**src/pkg/aea_pkg.sv**
```systemverilog
// constants, register map and carrier types of the active energy accumulator
// assumes a 20 MHz pclk and an APB master with 32-bit data
package aea_pkg;
  // register indices; byte address is four times the index
  localparam logic [7:0] IDX_TOTAL = 8'h01;
  localparam logic [7:0] IDX_RCLR  = 8'h02;
  localparam logic [7:0] IDX_DIV   = 8'h03;
  localparam logic [7:0] IDX_LCE   = 8'h04;
  localparam logic [7:0] IDX_LCT   = 8'h05;
  localparam logic [7:0] IDX_WDATA = 8'h06;
  localparam logic [7:0] IDX_WAVE  = 8'h0D;
  localparam logic [7:0] IDX_NL    = 8'h0E;
  localparam logic [7:0] IDX_ACC   = 8'h0F;
  localparam logic [7:0] IDX_IRQEN = 8'hDB;
  localparam logic [7:0] IDX_IRQST = 8'hDE;
  // field positions
  localparam int ACC_POS_BIT  = 1;
  localparam int ACC_ABS_BIT  = 2;
  localparam int IRQ_HALF     = 0;
  localparam int IRQ_OVF      = 1;
  localparam int IRQ_CYC      = 2;
  localparam int IRQ_WFS      = 3;
  localparam int IRQ_SIGN     = 4;
  localparam int IRQ_NOLOAD   = 5;
  localparam int WAVE_RATE_LO = 3;
  localparam logic [2:0] WAVE_SRC_POWER = 3'h0;
  // reset values
  localparam logic [7:0]  RST_CFG8  = 8'h00;
  localparam logic [15:0] RST_LCT   = 16'h0000;
  // widths
  localparam int ACC_W = 49;
  localparam int TOP_W = 24;
  localparam int SMP_W = 24;
  // timing
  localparam int CLK_NS         = 50;
  localparam int ACC_PERIOD_CYC = 5;
  localparam int WAVE_PERIOD_NS = 35842;
  localparam int WAVE_CYC       = WAVE_PERIOD_NS / CLK_NS;
  localparam int PULSE_LOW_NS   = 100000;
  localparam int PULSE_LOW_CYC  = PULSE_LOW_NS / CLK_NS;
  localparam logic signed [31:0] PULSE_THRESH = 32'sh0010_0000;
  // no-load thresholds on the multiplier output
  localparam logic [SMP_W-1:0] NL_TH1 = 24'h00007E;
  localparam logic [SMP_W-1:0] NL_TH2 = 24'h00003F;
  localparam logic [SMP_W-1:0] NL_TH3 = 24'h00001F;

  typedef struct packed {
    logic        psel;
    logic        penable;
    logic        pwrite;
    logic [11:0] paddr;
    logic [31:0] pwdata;
  } aea_apb_req_t;

  typedef struct packed {
    logic [31:0] prdata;
    logic        pready;
    logic        pslverr;
  } aea_apb_rsp_t;
endpackage

```
**src/verilog/aea_divider.sv**
```systemverilog
// unsigned divider of the power magnitude by the energy divider value
// assumes start pulses no closer than two cycles apart
`timescale 1ns/1ps
`default_nettype none
module aea_divider
(
  input  wire logic                      pclk,
  input  wire logic                      presetn,
  input  wire logic                      start,
  input  wire logic [aea_pkg::SMP_W-1:0] dividend,
  input  wire logic [7:0]                divisor,
  output logic      [aea_pkg::SMP_W-1:0] quotient,
  output logic                           done
);
  typedef struct packed {
    logic [aea_pkg::SMP_W-1:0] q;
    logic                      v;
  } aea_div_st_t;

  aea_div_st_t st_ff;
  aea_div_st_t nxt_st;
  logic [aea_pkg::SMP_W-1:0] dvs;

  always_comb
  begin
    nxt_st = st_ff;
    dvs = {16'h0000, divisor};
    if (divisor == 8'h00)
    begin
      dvs = 24'h000001; // zero acts as one
    end
    nxt_st.v = start;
    if (start)
    begin
      nxt_st.q = dividend / dvs;
    end
  end

  always_ff @(posedge pclk or negedge presetn)
  begin
    if (!presetn)
    begin
      st_ff <= '0;
    end
    else
    begin
      st_ff <= nxt_st;
    end
  end

  assign quotient = st_ff.q;
  assign done     = st_ff.v;
endmodule
`default_nettype wire

```
**src/verilog/aea_top.sv**
```systemverilog
// active energy accumulator with APB register slave
// assumes power_in is gain-calibrated and synchronous to pclk,
// zero_cross is a one-cycle pulse per voltage zero crossing
`timescale 1ns/1ps
`default_nettype none
module aea_top
(
  input  wire logic                         pclk,
  input  wire logic                         presetn,
  input  wire aea_pkg::aea_apb_req_t        apb_req,
  output aea_pkg::aea_apb_rsp_t             apb_rsp,
  input  wire logic [aea_pkg::SMP_W-1:0]    power_in,
  input  wire logic                         zero_cross,
  output logic      [aea_pkg::SMP_W-1:0]    wave_data,
  output logic                              wave_valid,
  output logic                              energy_pulse_out_n,
  output logic                              irq
);
  typedef struct packed {
    aea_pkg::aea_apb_rsp_t      rsp;
    logic [7:0]                 wave_cfg;
    logic [7:0]                 acc_cfg;
    logic [7:0]                 irq_en;
    logic [7:0]                 irq_st;
    logic [7:0]                 divider;
    logic [1:0]                 noload_cfg;
    logic [15:0]                lc_target;
    logic [15:0]                lc_count;
    logic                       lc_wait;
    logic [aea_pkg::ACC_W-1:0]  acc;
    logic [aea_pkg::ACC_W-1:0]  lc_acc;
    logic [aea_pkg::TOP_W-1:0]  lc_result;
    logic [2:0]                 tick;
    logic                       add_en;
    logic                       add_neg;
    logic                       prev_neg;
    logic [15:0]                wave_cnt;
    logic [2:0]                 wave_div;
    logic [aea_pkg::SMP_W-1:0]  wave_data;
    logic                       wave_valid;
    logic signed [31:0]         pulse_acc;
    logic [11:0]                pulse_cnt;
    logic                       pulse_n;
    logic                       irq;
  } aea_state_t;

  aea_state_t st_ff;
  aea_state_t nxt_st;

  logic                       div_start;
  logic [aea_pkg::SMP_W-1:0]  div_q;
  logic                       div_done;
  logic                       p_neg;
  logic [aea_pkg::SMP_W-1:0]  p_mag;
  logic [aea_pkg::SMP_W-1:0]  nl_th;
  logic                       nl_hit;
  logic                       pos_only;
  logic                       abs_mode;
  logic                       setup;
  logic                       access;
  logic [9:0]                 idx;
  logic [aea_pkg::ACC_W-1:0]  contrib;
  logic [aea_pkg::ACC_W-1:0]  base;
  logic [aea_pkg::ACC_W-1:0]  sum;
  logic                       rclr;
  logic [7:0]                 ev;
  logic [7:0]                 clr;
  logic                       wtick;
  logic                       lc_end;
  logic [31:0]                rd;
  logic                       hit;

  assign p_neg    = power_in[aea_pkg::SMP_W-1];
  assign p_mag    = p_neg ? (~power_in + 24'h000001) : power_in;
  assign pos_only = st_ff.acc_cfg[aea_pkg::ACC_POS_BIT];
  assign abs_mode = st_ff.acc_cfg[aea_pkg::ACC_ABS_BIT] && !pos_only;
  assign setup    = apb_req.psel && !apb_req.penable;
  assign access   = apb_req.psel && apb_req.penable;
  assign idx      = apb_req.paddr[11:2];
  assign div_start = (st_ff.tick == 3'(aea_pkg::ACC_PERIOD_CYC - 1));

  always_comb
  begin
    case (st_ff.noload_cfg)
      2'b01:   nl_th = aea_pkg::NL_TH1;
      2'b10:   nl_th = aea_pkg::NL_TH2;
      2'b11:   nl_th = aea_pkg::NL_TH3;
      default: nl_th = 24'h000000;
    endcase
  end
  assign nl_hit = (p_mag < nl_th);

  aea_divider u_div
  (
    .pclk     (pclk),
    .presetn  (presetn),
    .start    (div_start),
    .dividend (p_mag),
    .divisor  (st_ff.divider),
    .quotient (div_q),
    .done     (div_done)
  );

  // read mux, evaluated in the setup cycle
  always_comb
  begin
    rd  = 32'h0000_0000;
    hit = 1'b1;
    case (idx)
      10'(aea_pkg::IDX_TOTAL): rd = {8'h00, st_ff.acc[48:25]};
      10'(aea_pkg::IDX_RCLR):  rd = {8'h00, st_ff.acc[48:25]};
      10'(aea_pkg::IDX_DIV):   rd = {24'h000000, st_ff.divider};
      10'(aea_pkg::IDX_LCE):   rd = {8'h00, st_ff.lc_result};
      10'(aea_pkg::IDX_LCT):   rd = {16'h0000, st_ff.lc_target};
      10'(aea_pkg::IDX_WDATA): rd = {8'h00, st_ff.wave_data};
      10'(aea_pkg::IDX_WAVE):  rd = {24'h000000, st_ff.wave_cfg};
      10'(aea_pkg::IDX_NL):    rd = {30'h0, st_ff.noload_cfg};
      10'(aea_pkg::IDX_ACC):   rd = {24'h000000, st_ff.acc_cfg};
      10'(aea_pkg::IDX_IRQEN): rd = {24'h000000, st_ff.irq_en};
      10'(aea_pkg::IDX_IRQST): rd = {24'h000000, st_ff.irq_st};
      default:                 hit = 1'b0;
    endcase
  end

  always_comb
  begin
    nxt_st = st_ff;
    ev     = 8'h00;
    clr    = 8'h00;
    lc_end = 1'b0;
    rclr   = 1'b0;
    // APB: answer stands in the access cycle, zero wait states
    nxt_st.rsp.pready = setup;
    if (setup)
    begin
      nxt_st.rsp.prdata  = apb_req.pwrite ? 32'h0000_0000 : rd;
      nxt_st.rsp.pslverr = !hit;
    end
    if (access && apb_req.pwrite)
    begin
      case (idx)
        10'(aea_pkg::IDX_DIV):   nxt_st.divider = apb_req.pwdata[7:0];
        10'(aea_pkg::IDX_WAVE):  nxt_st.wave_cfg = apb_req.pwdata[7:0];
        10'(aea_pkg::IDX_NL):    nxt_st.noload_cfg = apb_req.pwdata[1:0];
        10'(aea_pkg::IDX_ACC):   nxt_st.acc_cfg = apb_req.pwdata[7:0];
        10'(aea_pkg::IDX_IRQEN): nxt_st.irq_en = apb_req.pwdata[7:0];
        10'(aea_pkg::IDX_IRQST): clr = apb_req.pwdata[7:0];
        10'(aea_pkg::IDX_LCT):
        begin
          nxt_st.lc_target = apb_req.pwdata[15:0];
          nxt_st.lc_acc    = '0;
          nxt_st.lc_result = '0;
          nxt_st.lc_count  = 16'h0000;
          nxt_st.lc_wait   = 1'b1;
        end
        default: ;
      endcase
    end
    if (access && !apb_req.pwrite && idx == 10'(aea_pkg::IDX_RCLR))
    begin
      rclr = 1'b1;
    end

    // sample timing and mode decision
    nxt_st.tick = div_start ? 3'd0 : st_ff.tick + 3'd1;
    if (div_start)
    begin
      nxt_st.prev_neg = p_neg;
      if (p_neg && !st_ff.prev_neg)
      begin
        ev[aea_pkg::IRQ_SIGN] = 1'b1;
      end
      if (nl_hit)
      begin
        ev[aea_pkg::IRQ_NOLOAD] = 1'b1;
      end
      nxt_st.add_en  = !nl_hit && !(pos_only && p_neg);
      nxt_st.add_neg = p_neg && !abs_mode && !pos_only;
    end

    // accumulation, wraps in two's complement
    contrib = {25'h0, div_q};
    if (st_ff.add_neg)
    begin
      contrib = ~contrib + 49'h1;
    end
    base = st_ff.acc;
    if (rclr)
    begin
      base = {24'h000000, st_ff.acc[24:0]};
    end
    sum = base;
    if (div_done && st_ff.add_en)
    begin
      sum = base + contrib;
      if (!st_ff.add_neg && !base[48] && sum[48])
      begin
        ev[aea_pkg::IRQ_OVF] = 1'b1;
      end
      if (st_ff.add_neg && base[48] && !sum[48])
      begin
        ev[aea_pkg::IRQ_OVF] = 1'b1;
      end
      if ((sum[48] ^ sum[47]) && !(base[48] ^ base[47]))
      begin
        ev[aea_pkg::IRQ_HALF] = 1'b1;
      end
      nxt_st.pulse_acc = st_ff.pulse_acc + 32'(signed'(contrib[31:0]));
    end
    nxt_st.acc = sum;

    // pulse output, low for a fixed width per energy quantum
    if (st_ff.pulse_cnt != 12'h000)
    begin
      nxt_st.pulse_cnt = st_ff.pulse_cnt - 12'h001;
    end
    else if (st_ff.pulse_acc >= aea_pkg::PULSE_THRESH)
    begin
      nxt_st.pulse_acc = nxt_st.pulse_acc - aea_pkg::PULSE_THRESH;
      nxt_st.pulse_cnt = 12'(aea_pkg::PULSE_LOW_CYC);
    end
    else if (st_ff.pulse_acc <= -aea_pkg::PULSE_THRESH)
    begin
      nxt_st.pulse_acc = nxt_st.pulse_acc + aea_pkg::PULSE_THRESH;
      nxt_st.pulse_cnt = 12'(aea_pkg::PULSE_LOW_CYC);
    end
    nxt_st.pulse_n = (nxt_st.pulse_cnt == 12'h000);

    // line-cycle accumulation on the same contribution
    if (st_ff.lc_target != 16'h0000 && !st_ff.lc_wait && div_done && st_ff.add_en)
    begin
      nxt_st.lc_acc = st_ff.lc_acc + contrib;
    end
    if (zero_cross && st_ff.lc_target != 16'h0000)
    begin
      if (st_ff.lc_wait)
      begin
        nxt_st.lc_wait = 1'b0;
      end
      else
      begin
        nxt_st.lc_count = st_ff.lc_count + 16'h0001;
        if (st_ff.lc_count + 16'h0001 == st_ff.lc_target)
        begin
          lc_end = 1'b1;
        end
      end
    end
    if (lc_end)
    begin
      nxt_st.lc_result = nxt_st.lc_acc[48:25];
      nxt_st.lc_acc    = '0;
      nxt_st.lc_count  = 16'h0000;
      ev[aea_pkg::IRQ_CYC] = 1'b1;
    end

    // waveform sampling of active power
    wtick = (st_ff.wave_cnt == 16'(aea_pkg::WAVE_CYC - 1));
    nxt_st.wave_valid = 1'b0;
    nxt_st.wave_cnt = wtick ? 16'h0000 : st_ff.wave_cnt + 16'h0001;
    if (wtick)
    begin
      nxt_st.wave_div = st_ff.wave_div + 3'd1;
      if (st_ff.irq_en[aea_pkg::IRQ_WFS] &&
          st_ff.wave_cfg[2:0] == aea_pkg::WAVE_SRC_POWER)
      begin
        case (st_ff.wave_cfg[aea_pkg::WAVE_RATE_LO +: 2])
          2'b00:   nxt_st.wave_valid = 1'b1;
          2'b01:   nxt_st.wave_valid = (st_ff.wave_div[0] == 1'b0);
          2'b10:   nxt_st.wave_valid = (st_ff.wave_div[1:0] == 2'b00);
          default: nxt_st.wave_valid = (st_ff.wave_div == 3'd0);
        endcase
        if (nxt_st.wave_valid)
        begin
          nxt_st.wave_data = power_in;
        end
      end
    end

    // sticky status, a new event wins over a clear
    nxt_st.irq_st = (st_ff.irq_st & ~clr) | ev;
    nxt_st.irq = |(nxt_st.irq_st & nxt_st.irq_en &
                   ~(8'h01 << aea_pkg::IRQ_WFS));
  end

  always_ff @(posedge pclk or negedge presetn)
  begin
    if (!presetn)
    begin
      st_ff            <= '0;
      st_ff.wave_cfg   <= aea_pkg::RST_CFG8;
      st_ff.acc_cfg    <= aea_pkg::RST_CFG8;
      st_ff.irq_en     <= aea_pkg::RST_CFG8;
      st_ff.lc_target  <= aea_pkg::RST_LCT;
      st_ff.pulse_n    <= 1'b1;
    end
    else
    begin
      st_ff <= nxt_st;
    end
  end

  assign apb_rsp            = st_ff.rsp;
  assign wave_data          = st_ff.wave_data;
  assign wave_valid         = st_ff.wave_valid;
  assign energy_pulse_out_n = st_ff.pulse_n;
  assign irq                = st_ff.irq;
endmodule
`default_nettype wire

```
**config.mk**
```make
export PLATFORM = sky130hd
export DESIGN_NAME = aea_top
export DESIGN_NICKNAME = d
export VERILOG_FILES = /design/src/pkg/aea_pkg.sv /design/src/verilog/aea_divider.sv /design/src/verilog/aea_top.sv
export SDC_FILE = /design/constraint.sdc
export NUM_CORES = 1
export LEC_CHECK = 0
export CORE_ASPECT_RATIO = 1.4
export CORE_MARGIN = 5
export CORE_UTILIZATION = 25
export DETAILED_ROUTE_END_ITERATION = 10
export DONT_BUFFER_PORTS = 1
export PLACE_DENSITY = 0.47
export SYNTH_ARGS = -nofsm -noshare
export SYNTH_HDL_FRONTEND = slang
export SYNTH_SLANG_ARGS = --single-unit
```
**constraint.sdc**
```tcl
create_clock -name pclk -period 146.8 [get_ports pclk]
set_input_delay 22.02 -clock pclk [delete_from_list [all_inputs] [get_ports pclk]]
set_output_delay 22.02 -clock pclk [all_outputs]
set_load 0.02 [all_outputs]
```
### Word level (Yosys, flattened, before mapping)

Cells that the tools add are included.

| storage, ports and cells | value |
|---|---|
| input bits | 74 |
| flip-flop bits (word level) | 352 |

| operators by class | value |
|---|---|
| equal/unequal tests | 19 |
| $add $sub $neg | 12 |
| bitwise logic cells | 9 |
| reduce and logical (&&, ||, !) cells | 58 |
| $lt $le $gt $ge | 3 |
| divide/modulo/power cells | 1 |
| muxes and demuxes | 47 |

Operators with widths:

| kind | count |
|---|---|
| 24-bit one-hot mux with 10 select lines | 1 |
| 73-bit 2-to-1 mux | 3 |
| 49-bit 2-to-1 mux | 4 |
| 49-bit adder | 2 |
| 32-bit 2-to-1 mux | 3 |
| 44-bit 2-to-1 mux | 2 |
| 17-bit 2-to-1 mux | 3 |
| 49-bit by 1-bit adder with 49-bit output (second input constant) | 1 |
| 24-bit NOT with 49-bit output | 1 |
| 16-bit 2-to-1 mux | 3 |
| 8-bit 2-to-1 mux | 5 |
| 16-bit by 1-bit adder with 16-bit output (second input constant) | 2 |
| 32-bit by 22-bit adder with 32-bit output (second input constant) | 1 |
| 32-bit adder | 1 |
| 32-bit by 22-bit greater-or-equal comparator with 1-bit output (second input constant) | 1 |
| 32-bit by 21-bit <= comparator with 1-bit output (second input constant) | 1 |
| 32-bit by 22-bit subtractor with 32-bit output (second input constant) | 1 |
| 10-bit by 3-bit equality test with 1-bit output (second input constant) | 3 |
| 10-bit by 4-bit equality test with 1-bit output (second input constant) | 3 |
| 24-bit by 1-bit adder with 24-bit output (second input constant) | 1 |
| 24-bit by 24-bit divider with 24-bit output | 1 |
| 24-bit < comparator | 1 |
| 24-bit 2-to-1 mux | 1 |
| 24-bit NOT | 1 |
| 36 further kinds | 103 |

### Depth between registers and ports, before layout

| depth | value |
|---|---|
| word-level depth | 14 |
| depth in mapped cells | 290 |

### Hierarchy

From an unflattened synthesis, not the netlist that was laid out.

| second synthesis, totals | value |
|---|---|
| cell total of the unflattened synthesis | 4416 |
| area total of the unflattened synthesis | 35292.6 sq um |

By module, submodules not included:

| module | instances | area each (sq um) | seq. area each (sq um) | cells an instance |
|---|---|---|---|---|
| aea_top | 1 | 23333.6 | 7983.9 | 2769 |
| aea_divider | 1 | 11959.0 | 625.6 | 1647 |

### Worst setup path after synthesis

No wires, ideal clock.

| path | value |
|---|---|
| path kind | input-to-reg |
| start point | input port power_in[13] in the netlist's numbering |
| end point | register u_div.st_ff, in the netlist u_div.quotient[0] |
| setup slack | 69.235 ns |
| data arrival time | 77.435 ns |
| buffers on the path | 15 |
| data required time | 146.670 ns |
| stages on the path | 277 |
| path through | or4_4 or4_4 nor4_1 ha_1 a21o_1 a21boi_0 ha_1 o21a_1 o211ai_1 mux2_2 o211a_1 inv_1 ha_1 a21oi_1 a211oi_1 o21ai_0 ha_1 or3_1 [241 not listed] nand4_2 nor2_1 buf_2 o21ai_1 ha_1 nor2b_1 o21ai_0 nand2b_1 a21oi_1 nor2b_1 o21ai_0 nand2b_1 a211oi_1 o21ai_0 nor3_1 nand4b_1 nor4b_2 a31oi_1 |

| between the ends | value |
|---|---|
| longest elaborated chain between the ends | 4 |

RTL lines:

| item | RTL line | RTL |
|---|---|---|
| start, declared | aea_top.sv:12 | `input wire logic [aea_pkg::SMP_W-1:0] power_in,` |
| 24-bit NOT | aea_top.sv:74 | `assign p_mag = p_neg ? (~power_in + 24'h000001) : power_in;` |
| 24-bit by 1-bit adder with 24-bit output | aea_top.sv:74 |  |
| 24-bit 2-to-1 mux * | aea_top.sv:74 |  |
| 24-bit by 24-bit divider with 24-bit output * | aea_divider.sv:35 | `nxt_st.q = dividend / dvs;` |
| end signal, assigned | aea_divider.sv:47 | `st_ff <= nxt_st;` |
| end, declared | aea_divider.sv:20 | `aea_div_st_t st_ff;` |

Every way passes the cells marked *; elsewhere a longest branch is shown, timed or not.
A chain may end at the register's enable or synchronous reset.

### Final worst setup path

Same ends and word-level chain as after synthesis.

==> metrics <==
share of layout cells above drive strength 1 0.0732; total global routing overflow 0; final hold viol count 0; clock buffer depth 3; Crit. End Element register; Total Die Area 138000 um2; Worst path max stage delay between 800 and 900 ps; EDFF count, synth 0; Avg Cell Area, Syn just over 8 um2; Root Buffer clkbuf_16; total wire length between 100000 and 150000 um; Top-Level Pins around 140; vias per cell a little over 5; critical path startpoint category primary input; Setup Fix Bufs, Post-CTS 0; port buffer count 0; vias in the first global route a little under 30k; # resized after CTS 0; RSZ-0062 raised after global routing no; CTS hold repair buffers 0; WL/cell 18.9 um; Cells after Synth about 4.0k; Nets 4348; failing checks slew limit; CTS tree done; final worst-path cycle share 0.591; top layer in use met4; Worst Skew approximately 35 ps; CP max FO 16; CP max-delay cell o2bb2ai_1; CTS clk-pin slew, worst paths about 70 ps; die boundary width between 300 and 400 um; CTS Buf Count 39; top cell type's share of synthesized area 0.262; Initial Utilization 0.251; crit path kind primary input to register; Mapped Area 32700 um2; WP data required about 150000 ps; first-pass iteration count of the detailed router 8; worst-skew pair later-pin latency roughly 600 ps; vias roughly 29k; Rows between 150 and 200; First DRT Iteration DRCs 1627; flops & latches, synth 344; sequential element share of the synthesized area 0.263; Async SR Flop Fraction 1.00; HPWL after DPL about 83000 um; Final min period between 80000 and 90000 ps; DR WL met3 ~6500 um; # DRC 0; most common library cell in the layout ignoring fill and taps nand2_1; met1 WL ~44000 um; Sink Count 344; largest net degree at the start of global routing 345; Main synth FF type dfrtp_1; Slew @ Worst Pin around 1800 ps; antenna viol nets, final 0; htree depth 2; Rel. slew slack -0.206; post-route setup TNS 0 ps; Hold Crit Class register to register; WL met2 between 50000 and 60000 um; FMAX between 0.01 and 0.015 GHz; Final Wtd Congestion 0.836; Area contributors post-synth dfrtp_1, ha_1, nand2_1, xnor2_1, o21ai_0; Most common cell on crit path o21a_1; Area Growth Syn to Fin 9.30%; Slew Viols, Final roughly 220; initial antenna violation count 3; All-Layer GR Usage 0.152; first-pass GRT wire length about 170000 um; Yosys Warn Count 0; area leader, netlist dfrtp_1; Setup-failing EPs final 0; die height 438 um; max_cap viols 0; status complete, but fails checks; most frequent cells in the layout nand2_1, dfrtp_1, ha_1; CORE AREA 130000 um2; Distinct cells, synth 117; Worst Path Arrival 87230 ps; fillers around 14k
-- worst paths after layout --
| check | from | slack, ps | end | cells after the start |
|---|---|---|---|---|
| setup / recovery | power_in[13] | 60040 | u_div.quotient[0]$_DFFE_PN0P_ | 267 |
| hold / removal | st_ff[93]$_DFF_PN0_ | 460 | st_ff[93]$_DFF_PN0_ | 1 |
| setup reg to reg | st_ff[260]$_DFFE_PN0P_ | 81570 | u_div.quotient[0]$_DFFE_PN0P_ | 270 |
| hold reg to reg | st_ff[93]$_DFF_PN0_ | 460 | st_ff[93]$_DFF_PN0_ | 1 |
| max in group asynchronous | presetn | 124240 | apb_rsp[1]$_DFF_PN0_ | 0 |
| min in group asynchronous | presetn | 21170 | st_ff[174]$_DFFE_PN0P_ | 0 |
-- kinds of logic after synthesis --
family          synth area share
simple gates               0.216
compound gates             0.237
buf+inv                   0.0498
flops                      0.263
fa+ha+maj                  0.121
xor+xnor                  0.0762
mux                       0.0369
other cells             0.000115
-- registers in the layout, summed over array words and instances (netlist names), named ones only --
register            flops
apb_rsp                26
u_div.quotient         24
irq                     1
st_ff                 264
wave_data              24
pos_only                1
wave_valid              1
energy_pulse_out_n      1
u_div.done              1
-- cell usage after synthesis, types with 24 or more instances --
master	instances
o21ai_0	293
o211ai_1	29
o21bai_1	33
o31ai_1	79
nor4_1	35
buf_4	60
xor2_1	81
dfrtp_1	343
and3_1	46
a21o_1	63
nand2_1	529
ha_1	312
clkbuf_1	111
mux2i_1	24
nor2_1	249
xnor2_1	204
nor2b_1	36
nand2b_1	50
nand4_1	32
or3_1	57
inv_1	181
or4_1	33
o21a_1	119
nand3_1	105
nor3_1	150
a21oi_1	242
a22oi_1	28
and2_1	46
mux2_2	81
or2_2	26
a31oi_1	44
-- per-layer routing --
metal,vias to the layer above,global-route usage
met3,133,0.0284
met4,0,0.0423
li1,14600,-
met5,-,0
met2,526,0.279
met1,14200,0.180
-- stage by stage --
step	hold WS [ps]	util	worst slack (ps)	std cells	cell area, um2
2_1_floorplan	432	-	69240	4054	32800
6_report	458	0.274	60040	5741	35800
3_5_place_dp	455	0.264	59180	5667	34500
3_3_place_gp	453	0.264	59550	5667	34500
5_1_grt	482	0.274	54560	5738	35800
4_1_cts	465	0.274	59660	5737	35800
-- worst max-delay path: cells and delay by family --
family / cells / cell delay [ps]
AND/OR/NAND/NOR: 71 / 19610
multiplexers: 8 / 2540
buffers and inverters: 19 / 2550
adder cells (fa/ha/maj): 24 / 7350
AO/OA/AOI/OAI: 145 / 32980
-- final cells by class --
cell class | count | area [um2] | share of cell area
Clock inverter | 13 | 140 | 0.00392
Timing Repair Buffer | 53 | 398 | 0.0111
Clock buffer | 57 | 1160 | 0.0325
Sequential cell | 344 | 8610 | 0.241
Antenna cell | 4 | 10.0 | 0.000280
Multi-Input combinational cell | 3339 | 22600 | 0.631
Tap cell | 1749 | 2190 | 0.0611
Inverter | 182 | 683 | 0.0191
Power is left out: the tool's default activity adds up to more than one toggle a clock period on the data nets, which glitch-free logic cannot reach.
